**config.mk**
```make
export PLATFORM = sky130hd
export DESIGN_NAME = dcc_top
export DESIGN_NICKNAME = d
export VERILOG_FILES = /design/src/inc/dcc_pkg.sv /design/src/hdl/dcc_sampler.sv /design/src/hdl/dcc_top.sv
export VERILOG_INCLUDE_DIRS = /design/src /design/src/inc
export SDC_FILE = /design/constraint.sdc
export NUM_CORES = 1
export LEC_CHECK = 0
export ABC_AREA = 1
export BUFFER_PORTS_ARGS = -buffer_cell sky130_fd_sc_hd__buf_2
export CORE_UTILIZATION = 50
export CTS_CLUSTER_DIAMETER = 50
export DETAILED_ROUTE_END_ITERATION = 7
export PLACE_DENSITY = 0.83
export SETUP_SLACK_MARGIN = 0.5
export SLEW_MARGIN = 20
export SYNTH_ARGS = -nofsm -noshare
export SYNTH_HDL_FRONTEND = slang
export SYNTH_SLANG_ARGS = --single-unit
```
**constraint.sdc**
```tcl
create_clock -name pclk -period 2.4 [get_ports pclk]
set_input_delay 0.12 -clock pclk [delete_from_list [all_inputs] [get_ports pclk]]
set_output_delay 0.12 -clock pclk [all_outputs]
set_load 0.02 [all_outputs]
```
**src/inc/dcc_regs.svh**
```systemverilog
// register offsets, field positions, reset values and timing counts of the comparator bank
`ifndef DCC_REGS_SVH
`define DCC_REGS_SVH

// byte offsets from the comparator block base
`define DCC_OFF_CTRL0      12'h000
`define DCC_OFF_CTRL1      12'h004
`define DCC_OFF_STATUS     12'h008
`define DCC_OFF_REFV       12'h00c
`define DCC_OFF_IRQ_MASK   12'h010
`define DCC_OFF_TRIG_ROUTE 12'h014

// control word fields
`define DCC_POS_SEL_HI     30
`define DCC_POS_SEL_LO     29
`define DCC_FALL_BIT       9
`define DCC_RISE_BIT       8
`define DCC_NEG_BIT        4
`define DCC_HYS_BIT        2
`define DCC_IE_BIT         1
`define DCC_EN_BIT         0
`define DCC_CTRL_MASK      32'h6000_0317

// status word fields
`define DCC_STAT_FLAG_LO   0
`define DCC_STAT_OUT_LO    2

// reset values and reference write mask
`define DCC_CTRL_RST       32'h0000_0000
`define DCC_REFV_RST       32'h0000_0000
`define DCC_REFV_MASK      32'h0000_008f
`define DCC_FLAG_RST       2'h0
`define DCC_MASK_RST       2'h3
`define DCC_ROUTE_RST      2'h0

// settling time after enable, as a least time rounded up
`define DCC_SETTLE_NS      2000
`define DCC_CLK_NS         10
`define DCC_SETTLE_CYC     ((`DCC_SETTLE_NS + `DCC_CLK_NS - 1) / `DCC_CLK_NS)

`endif

```
**src/inc/dcc_pkg.sv**
```systemverilog
// types shared by the comparator bank modules
package dcc_pkg;

    // decoded control word of one comparator
    typedef struct packed {
        logic [1:0] positive_input_select;
        logic       falling_trigger_enable;
        logic       rising_trigger_enable;
        logic       negative_source_select;
        logic       hysteresis_enable;
        logic       comparator_irq_enable;
        logic       comparator_enable;
    } dcc_ctrl_type;

    // one-cycle edge events of a sampled comparator output
    typedef struct packed {
        logic rise;
        logic fall;
    } dcc_edge_type;

endpackage

```
**src/hdl/dcc_sampler.sv**
```systemverilog
// samples one comparator output, waits out settling, reports edges
`timescale 1ns/1ns
`include "dcc_regs.svh"

module dcc_sampler #(
    parameter int unsigned SETTLE_CYCLES = `DCC_SETTLE_CYC
) (
    input  wire logic             pclk,
    input  wire logic             presetn,
    input  wire logic             enable,
    input  wire logic             raw,
    output logic                  level,
    output logic                  settled,
    output dcc_pkg::dcc_edge_type edge_ev
);
    import dcc_pkg::*;

    localparam int unsigned    CW          = $clog2(SETTLE_CYCLES + 1);
    localparam logic [CW-1:0] SETTLE_LOAD = CW'(SETTLE_CYCLES);

    logic [CW-1:0] settle_cnt;
    logic          settled_d;

    // the analog output is junk until settled, so no edge may come from it
    wire logic cnt_done   = settle_cnt == '0;
    wire logic both_ok    = settled & settled_d;
    wire logic next_level = settled ? raw : 1'b0;
    assign settled      = enable & cnt_done;
    assign edge_ev.rise = both_ok & raw & ~level;
    assign edge_ev.fall = both_ok & ~raw & level;

    // settle counter reloads whenever the comparator is off
    always_ff @(posedge pclk or negedge presetn) begin
        if (!presetn) begin
            settle_cnt <= SETTLE_LOAD;
            level      <= 1'b0;
            settled_d  <= 1'b0;
        end else begin
            settle_cnt <= !enable ? SETTLE_LOAD : (cnt_done ? settle_cnt : settle_cnt - 1'b1);
            level      <= next_level;
            settled_d  <= settled;
        end
    end

    property p_off_zero;
        @(posedge pclk) disable iff (!presetn)
        !enable |=> !level;
    endproperty
    a_off_zero: assert property (p_off_zero) else $error("level high while disabled");

    property p_no_edge_off;
        @(posedge pclk) disable iff (!presetn)
        !enable |-> !edge_ev.rise && !edge_ev.fall;
    endproperty
    a_no_edge_off: assert property (p_no_edge_off) else $error("edge while disabled");

    property p_sample;
        @(posedge pclk) disable iff (!presetn)
        settled |=> level == $past(raw);
    endproperty
    a_sample: assert property (p_sample) else $error("level not sampled from raw");

    property p_settle_wait;
        @(posedge pclk) disable iff (!presetn)
        $rose(enable) |-> !settled ##1 !settled;
    endproperty
    a_settle_wait: assert property (p_settle_wait) else $error("settled too early");

endmodule

```
**src/hdl/dcc_top.sv**
```systemverilog
// comparator control bank: apb registers, sampling, flags, triggers, interrupt
//
// The APB interface to the registers was chosen for this implementation.
`timescale 1ns/1ns
`include "dcc_regs.svh"

// Summary of operation
// - control words at offsets 0x00 and 0x04
// - status 0x08, reference 0x0c, all but the mask word (0x10, reset 0x3) reset zero
// - bits 30:29 pick positive input pin
// - bit 9 enables falling edge trigger
// - bit 8 enables rising edge trigger
// - edge enables act only when trigger routed
// - bit 4 picks negative input source
// - bit 2 switches hysteresis on
// - bit 1 enables comparator interrupt
// - bit 0 switches comparator on
// - output sampled by clock into status
// - output change sets flag, raises interrupt
// - writing one clears flag, zero keeps
module dcc_top #(
    parameter int unsigned SETTLE_CYCLES = `DCC_SETTLE_CYC,
    parameter logic [31:0] REFV_MASK     = `DCC_REFV_MASK
) (
    input  wire logic                        pclk,
    input  wire logic                        presetn,
    input  wire logic                        psel,
    input  wire logic                        penable,
    input  wire logic                        pwrite,
    input  wire logic [11:0]                 paddr,
    input  wire logic [31:0]                 pwdata,
    output logic [31:0]                      prdata,
    output logic                             pready,
    output logic                             pslverr,
    input  wire logic [1:0]                  comparator_raw,
    output dcc_pkg::dcc_ctrl_type [1:0]      comparator_cfg,
    output logic [31:0]                      reference_voltage_control,
    output logic [1:0]                       trigger_rise,
    output logic [1:0]                       trigger_fall,
    output logic                             comparator_irq
);
    import dcc_pkg::*;

    logic [1:0][31:0]    ctrl_word;
    logic [1:0]          irq_flag;
    logic [1:0]          irq_mask;
    logic [1:0]          trig_route;
    logic [1:0]          out_level;
    logic [1:0]          out_settled;
    dcc_edge_type [1:0]  edge_ev;
    logic [1:0]          out_change;
    logic [1:0]          flag_clear;
    logic [1:0]          next_irq_flag;
    logic [1:0]          next_trig_rise;
    logic [1:0]          next_trig_fall;
    logic [1:0]          irq_enable;
    logic [31:0]         rd_mux;

    // apb phase decode; the slave never inserts wait states
    wire logic setup_ph  = psel & ~penable;
    wire logic access_ph = psel & penable;
    wire logic wr_en     = access_ph & pwrite;
    assign pready = 1'b1;

    // address decode
    wire logic hit_ctrl0  = paddr == `DCC_OFF_CTRL0;
    wire logic hit_ctrl1  = paddr == `DCC_OFF_CTRL1;
    wire logic hit_status = paddr == `DCC_OFF_STATUS;
    wire logic hit_refv   = paddr == `DCC_OFF_REFV;
    wire logic hit_mask   = paddr == `DCC_OFF_IRQ_MASK;
    wire logic hit_route  = paddr == `DCC_OFF_TRIG_ROUTE;
    wire logic hit_any    = hit_ctrl0 | hit_ctrl1 | hit_status | hit_refv | hit_mask | hit_route;
    wire logic [1:0] hit_ctrl = {hit_ctrl1, hit_ctrl0};
    assign pslverr = access_ph & ~hit_any;

    // write-one-to-clear on status flags; output bits there are read only
    wire logic [1:0] w1c_bits = pwdata[`DCC_STAT_FLAG_LO +: 2];
    assign flag_clear = (wr_en & hit_status) ? w1c_bits : 2'h0;

    // per-comparator control, sampling, flag and trigger logic
    genvar gi;
    generate
        for (gi = 0; gi < 2; gi++) begin : g_cmp
            // only implemented bits are stored, so reserved ones stay zero
            always_ff @(posedge pclk or negedge presetn) begin
                if (!presetn) begin
                    ctrl_word[gi] <= `DCC_CTRL_RST;
                end else if (wr_en && hit_ctrl[gi]) begin
                    ctrl_word[gi] <= pwdata & `DCC_CTRL_MASK;
                end
            end

            // field unpacking toward the analog cell
            assign comparator_cfg[gi].positive_input_select =
                ctrl_word[gi][`DCC_POS_SEL_HI:`DCC_POS_SEL_LO];
            assign comparator_cfg[gi].falling_trigger_enable = ctrl_word[gi][`DCC_FALL_BIT];
            assign comparator_cfg[gi].rising_trigger_enable  = ctrl_word[gi][`DCC_RISE_BIT];
            assign comparator_cfg[gi].negative_source_select = ctrl_word[gi][`DCC_NEG_BIT];
            assign comparator_cfg[gi].hysteresis_enable      = ctrl_word[gi][`DCC_HYS_BIT];
            assign comparator_cfg[gi].comparator_irq_enable  = ctrl_word[gi][`DCC_IE_BIT];
            assign comparator_cfg[gi].comparator_enable      = ctrl_word[gi][`DCC_EN_BIT];
            assign irq_enable[gi] = comparator_cfg[gi].comparator_irq_enable;

            dcc_sampler #(
                .SETTLE_CYCLES (SETTLE_CYCLES)
            ) u_sampler (
                .pclk    (pclk),
                .presetn (presetn),
                .enable  (comparator_cfg[gi].comparator_enable),
                .raw     (comparator_raw[gi]),
                .level   (out_level[gi]),
                .settled (out_settled[gi]),
                .edge_ev (edge_ev[gi])
            );

            // a new change wins over a clear in the same cycle
            assign out_change[gi]    = edge_ev[gi].rise | edge_ev[gi].fall;
            assign next_irq_flag[gi] = (irq_flag[gi] & ~flag_clear[gi]) | out_change[gi];

            // edge enables only matter when this comparator drives pwm/timer
            assign next_trig_rise[gi] = edge_ev[gi].rise & comparator_cfg[gi].rising_trigger_enable
                                        & trig_route[gi];
            assign next_trig_fall[gi] = edge_ev[gi].fall
                                        & comparator_cfg[gi].falling_trigger_enable
                                        & trig_route[gi];
        end
    endgenerate

    // status flags and trigger pulses
    always_ff @(posedge pclk or negedge presetn) begin
        if (!presetn) begin
            irq_flag     <= `DCC_FLAG_RST;
            trigger_rise <= 2'h0;
            trigger_fall <= 2'h0;
        end else begin
            irq_flag     <= next_irq_flag;
            trigger_rise <= next_trig_rise;
            trigger_fall <= next_trig_fall;
        end
    end

    // reference, mask and trigger routing registers
    always_ff @(posedge pclk or negedge presetn) begin
        if (!presetn) begin
            reference_voltage_control <= `DCC_REFV_RST;
            irq_mask                  <= `DCC_MASK_RST;
            trig_route                <= `DCC_ROUTE_RST;
        end else if (wr_en) begin
            if (hit_refv) begin
                reference_voltage_control <= pwdata & REFV_MASK;
            end
            if (hit_mask) begin
                irq_mask <= pwdata[1:0];
            end
            if (hit_route) begin
                trig_route <= pwdata[1:0];
            end
        end
    end

    // interrupt: flag gated by per-comparator enable and mask
    assign comparator_irq = |(irq_flag & irq_enable & irq_mask);

    // read mux; unmapped and reserved bits read as zero
    always_comb begin
        rd_mux = 32'h0000_0000;
        if (hit_ctrl0) begin
            rd_mux = ctrl_word[0];
        end else if (hit_ctrl1) begin
            rd_mux = ctrl_word[1];
        end else if (hit_status) begin
            rd_mux[`DCC_STAT_FLAG_LO +: 2] = irq_flag;
            rd_mux[`DCC_STAT_OUT_LO +: 2]  = out_level;
        end else if (hit_refv) begin
            rd_mux = reference_voltage_control;
        end else if (hit_mask) begin
            rd_mux[1:0] = irq_mask;
        end else if (hit_route) begin
            rd_mux[1:0] = trig_route;
        end
    end

    // read data captured in the setup phase, so it comes from a flop
    always_ff @(posedge pclk or negedge presetn) begin
        if (!presetn) begin
            prdata <= 32'h0000_0000;
        end else if (setup_ph) begin
            prdata <= rd_mux;
        end
    end

    // checks on register writes, flags and trigger pulses
    property p_ctrl1_write;
        @(posedge pclk) disable iff (!presetn)
        wr_en && hit_ctrl1 |=> ctrl_word[1] == ($past(pwdata) & `DCC_CTRL_MASK);
    endproperty
    a_ctrl1_write: assert property (p_ctrl1_write) else $error("ctrl1 write lost");

    property p_pos_sel;
        @(posedge pclk) disable iff (!presetn)
        wr_en && hit_ctrl0 |=> comparator_cfg[0].positive_input_select == $past(pwdata[30:29]);
    endproperty
    a_pos_sel: assert property (p_pos_sel) else $error("positive select wrong");

    property p_enable_bit;
        @(posedge pclk) disable iff (!presetn)
        wr_en && hit_ctrl0 |=> comparator_cfg[0].comparator_enable == $past(pwdata[0]);
    endproperty
    a_enable_bit: assert property (p_enable_bit) else $error("enable bit wrong");

    property p_reserved_zero;
        @(posedge pclk) disable iff (!presetn)
        access_ph && !pwrite && (hit_ctrl0 || hit_ctrl1) |-> (prdata & ~`DCC_CTRL_MASK) == 32'h0;
    endproperty
    a_reserved_zero: assert property (p_reserved_zero) else $error("reserved bit reads one");

    property p_flag_set;
        @(posedge pclk) disable iff (!presetn)
        out_change[0] |=> irq_flag[0];
    endproperty
    a_flag_set: assert property (p_flag_set) else $error("flag not set on change");

    property p_flag_clear;
        @(posedge pclk) disable iff (!presetn)
        wr_en && hit_status && pwdata[0] && !out_change[0] |=> !irq_flag[0];
    endproperty
    a_flag_clear: assert property (p_flag_clear) else $error("flag not cleared");

    property p_flag_keep;
        @(posedge pclk) disable iff (!presetn)
        wr_en && hit_status && !pwdata[1] && irq_flag[1] |=> irq_flag[1];
    endproperty
    a_flag_keep: assert property (p_flag_keep) else $error("flag lost on zero write");

    property p_irq_gate;
        @(posedge pclk) disable iff (!presetn)
        comparator_irq |-> |(irq_flag & irq_enable);
    endproperty
    a_irq_gate: assert property (p_irq_gate) else $error("irq without enabled flag");

    property p_rise_trig;
        @(posedge pclk) disable iff (!presetn)
        edge_ev[0].rise && comparator_cfg[0].rising_trigger_enable && trig_route[0]
        |=> trigger_rise[0];
    endproperty
    a_rise_trig: assert property (p_rise_trig) else $error("rising trigger missing");

    property p_fall_off;
        @(posedge pclk) disable iff (!presetn)
        !comparator_cfg[0].falling_trigger_enable |=> !trigger_fall[0];
    endproperty
    a_fall_off: assert property (p_fall_off) else $error("falling trigger while off");

    property p_route_off;
        @(posedge pclk) disable iff (!presetn)
        !trig_route[1] |=> !trigger_rise[1] && !trigger_fall[1];
    endproperty
    a_route_off: assert property (p_route_off) else $error("trigger without route");

    property p_refv_write;
        @(posedge pclk) disable iff (!presetn)
        wr_en && hit_refv |=> reference_voltage_control == ($past(pwdata) & REFV_MASK);
    endproperty
    a_refv_write: assert property (p_refv_write) else $error("reference write lost");

    property p_status_out;
        @(posedge pclk) disable iff (!presetn)
        access_ph && !pwrite && hit_status |-> prdata[`DCC_STAT_OUT_LO +: 2] == $past(out_level);
    endproperty
    a_status_out: assert property (p_status_out) else $error("output bits read wrong");

    property p_neg_sel;
        @(posedge pclk) disable iff (!presetn)
        wr_en && hit_ctrl0 |=> comparator_cfg[0].negative_source_select == $past(pwdata[4]);
    endproperty
    a_neg_sel: assert property (p_neg_sel) else $error("negative select wrong");

    property p_hys_bit;
        @(posedge pclk) disable iff (!presetn)
        wr_en && hit_ctrl0 |=> comparator_cfg[0].hysteresis_enable == $past(pwdata[2]);
    endproperty
    a_hys_bit: assert property (p_hys_bit) else $error("hysteresis bit wrong");

    property p_fall_trig;
        @(posedge pclk) disable iff (!presetn)
        edge_ev[1].fall && comparator_cfg[1].falling_trigger_enable && trig_route[1]
        |=> trigger_fall[1];
    endproperty
    a_fall_trig: assert property (p_fall_trig) else $error("falling trigger missing");

    property p_trig_pulse;
        @(posedge pclk) disable iff (!presetn)
        trigger_rise[0] |=> !trigger_rise[0];
    endproperty
    a_trig_pulse: assert property (p_trig_pulse) else $error("trigger longer than a pulse");

    property p_settle_quiet;
        @(posedge pclk) disable iff (!presetn)
        !out_settled[1] |-> !edge_ev[1].rise && !edge_ev[1].fall;
    endproperty
    a_settle_quiet: assert property (p_settle_quiet) else $error("edge while settling");

    c_flag: cover property (@(posedge pclk) disable iff (!presetn) out_change[0] ##1 irq_flag[0]);
    c_irq: cover property (@(posedge pclk) disable iff (!presetn) $rose(comparator_irq));
    c_trig: cover property (@(posedge pclk) disable iff (!presetn) trigger_rise[0]);
    c_clear: cover property (@(posedge pclk) disable iff (!presetn)
        irq_flag[0] && wr_en && hit_status && pwdata[0]);

endmodule

```
==> flow_summary.toml <==
[clock_tree]
clock_latency_ns = 0.34
htreeDepth = 3
cts_made_buffers = 9
clk_pin_slew_ns = 0.07
cts.sinks = 61
cts_buffer_depth = 2
cts_tree = "built"
post_cts_buffers = 0
root_buffer = "clkbuf_8"
cts_resized = 0
postCtsHoldBufs = 1

[finish]
finish.instance_area_um2 = 3894
stdcell_count = 551
n_fill_cell = 575
antenna_cells = 0
fin_nets = 524
syn_to_final_growth_pct = 12.22
drive_above_1_share_pct = 31.22

[power_and_ir_drop]
ir_worst_vdd_v = 0.0003521
p_switching_mw = 0.5576
combinationalPowerShare_pct = 8.9
swShare_pct = 24.47
power.leakage_nw = 2.085
p_per_area_nw_per_um2 = 585.2
p_int_mw = 1.721
p_seq_share_pct = 45.9
clkPwrFrac_pct = 45.3

[job]
maxCapViolCount = 0

[detailed_routing]
met1_length_mm = 3.078
drcViolationCount = 0
routed_wl_mm = 6.896
routedWlPerCell_um = 12.52
dr_wl_met2_mm = 3.341
vias_per_cell = 4.882
vias = 2690
highest_layer = "met4"
met3RoutedLength_um = 371
ant_nets = 0
first_pass_iters = 4
drt-initial-drc-count = 130

[logic_synthesis]
synth-seq-cells = 61
netlist_instances = 398
syn_area_per_cell_um2 = 8.718
synthTopCellsByCount = "nand2_1, buf_4, dfrtp_1, inv_1, nor2_1"
ys_types = 37
synth_area_um2 = 3470
synth_compound_area_share_pct = 12.73
synth_top_family_by_area = "simple AND/OR/NAND/NOR gates"
yosysMostFrequentCell = "nand2_1"
yosysTopAreaCell = "dfrtp_1"
yosysTopAreaCellShare_pct = 38.23
synthSimpleGateAreaFrac_pct = 22.11
yosys_most_used_dff = "dfrtp_1"
synth_fa_ha_area_share_pct = 1.442
netlist_top_cells_area = "dfrtp_1, buf_4, nand2_1"
synth_seq_area_share_pct = 44.28
synth_edf_count = 0
synth_xor_area_share_pct = 0.2524
synth_mux_area_share_pct = 0.8655
ys.warnings.count = 0
async_flop_share_pct = 100.0

[global_route]
grt_overflow_total = 0
grt_max_degree = 36
grt_use_total_pct = 20.63
grt_pass1_vias = 2493
antenna_found_initial = 0
grt_pass1_wl_mm = 11.48

[critical_path]
slowest_delay_ns = 0.55
slowest_stage = "dfstp_2"
rr_startpoint = "g_cmp[1].u_sampler.settle_cnt[3]"
arrival_ns = 1.81
worstPathMaxFanout = 5
crit_start = "g_cmp[1].u_sampler.settle_cnt[3]"
crit_chain = "nor2_1 -> nand2_1 -> nor2_2 -> nand2_2 -> nand2_1 -> nor2_1 -> nand2_1 -> a21oi_1 -> o21ai_1"
rrSetupSlack_ns = 0.86
worstRegToRegCells = 9
crit_path_end = "g_cmp[1].u_sampler.settle_cnt[7]"
worstPathRequired_ns = 2.67
startpoint_type = "flop"
path_common_cell = "nand2_1"
end_kind = "flop"
rr_endpoint = "g_cmp[1].u_sampler.settle_cnt[7]"
worstSetupPathType = "flop to flop"

[floorplan]
core_area_um2 = 6531
boundaryPins = 138
fp.dieW_um = 85.30
die_h_um = 85.30
initial_core_util_pct = 53.12
num_rows = 29
design.die.area_um2 = 7276

[sta]
skew_ns = 0.006305
fin_crit_ns = 1.539
postLayoutSetupSlackWorst_ns = 0.8612
tns_ns = 0
rsz0062_at_grt = "false"
fmax_ghz = 0.6498
relSlewSlack_pct = 49.78
worst_pin_slew_ns = 0.7533
holdWs_ns = 0.01375
setup_viol = 0
hold_violations = 0
period_share_pct = 64.12
slew_violations = 0

[placement]
io_buffers = 65
place_area_um2 = 3659
dpl.cell_count = 534
gp_routability_congestion = 0.9075
dp_hpwl_mm = 5.264
place_ws_ns = 0.8684

[hold_path]
hold_path_class = "input pin to flop"

[status]
status = "finished, final reports clean"
[critical path, delay by kind of cell, from the launching register on]
kind / cells / cell delay (ns)
AO/OA/AOI/OAI: 2 / 0.20
flip-flops: 1 / 0.55
AND/OR/NAND/NOR: 7 / 0.72
[metrics by stage]
step | utilization (%) | power (mW)
after floorplan | - | 1.257
after global placement | 56.02 | 1.262
after detailed placement | 56.02 | 1.265
after CTS | 59.62 | 2.292
after global routing | 59.62 | 2.362
final | 59.62 | 2.279
[power groups by stage]
stage | combinational, mW | sequential (mW) | clock [mW]
after floorplan | 0.181 | 1.08 | 0
after global placement | 0.199 | 1.06 | 0
after detailed placement | 0.201 | 1.06 | 0
after CTS | 0.203 | 1.04 | 1.04
after global routing | 0.225 | 1.05 | 1.09
final | 0.202 | 1.04 | 1.03
[flip-flops by register name, indices dropped and copies added (netlist names)]
signal / cells
comparator_cfg: 16
g_cmp.u_sampler.level: 2
g_cmp.u_sampler.settle_cnt: 16
g_cmp.u_sampler.settled_d: 2
irq_flag: 2
irq_mask: 2
prdata: 10
reference_voltage_control: 5
trig_route: 2
trigger_fall: 2
trigger_rise: 2
[cells in the final DEF (no fill, tap or decap), types with 3 or more instances in the layout]
| cell | n |
|---|---|
| buf_4 | 3 |
| nand2_1 | 71 |
| nor2_1 | 29 |
| o31ai_1 | 4 |
| nand2_2 | 5 |
| clkinv_2 | 3 |
| nand4_1 | 4 |
| o21ai_1 | 9 |
| a31oi_1 | 7 |
| nor2_2 | 7 |
| buf_2 | 65 |
| clkbuf_8 | 11 |
| nor2_4 | 3 |
| a211oi_1 | 3 |
| ha_1 | 4 |
| nand3_1 | 25 |
| a21oi_1 | 9 |
| inv_2 | 13 |
| o211ai_1 | 6 |
| dfstp_2 | 8 |
| conb_1 | 50 |
| nand2_4 | 3 |
| o21ai_2 | 16 |
| dfrtp_1 | 53 |
| inv_1 | 33 |
| o21ai_0 | 11 |
[cell type report]
| cell class | count | area, µm² | share of cell area, % |
|---|---|---|---|
| Sequential cell | 61 | 1536 | 39.46 |
| Multi-Input combinational cell | 279 | 1485 | 38.14 |
| Timing Repair Buffer | 69 | 357.8 | 9.190 |
| Inverter | 49 | 192.7 | 4.949 |
| Clock buffer | 12 | 155.1 | 3.985 |
| Tap cell | 77 | 96.34 | 2.474 |
| Clock inverter | 4 | 70.07 | 1.799 |
[routing by layer]
metal	vias up	GRT usage [%]
met5	-	0
met4	0	7.121
met3	9	6.128
met2	98	32.70
met1	1253	27.19
li1	1330	-
[worst min path at each step]
stage / start / to / slack (ns) / depth (start not counted)
5_1_grt: pwdata[7] / reference_voltage_control[7] / 0.007 / 2
3_3_place_gp: presetn / trigger_rise[0] / 0.23 / 1
3_5_place_dp: presetn / g_cmp[1].u_sampler.settle_cnt[4] / 0.23 / 1
6_report: pwdata[3] / reference_voltage_control[3] / 0.01 / 2
4_1_cts: pwdata[7] / reference_voltage_control[7] / 0.006 / 2
2_1_floorplan: presetn / comparator_cfg[0] / -0.18 / 0
[cell families (layout without fill, tap and decap cells)]
family / count (synthesis) / after routing
adders and majority gates: 4 / 4
muxes: 2 / 2
AOI/OAI and AO/OA: 67 / 67
buffers and inverters: 106 / 134
xor gates and xnor gates: 1 / 1
and+or+nand+nor: 155 / 155
other: 2 / 50
DFF: 61 / 61
Power figures use the tool's default switching activity.
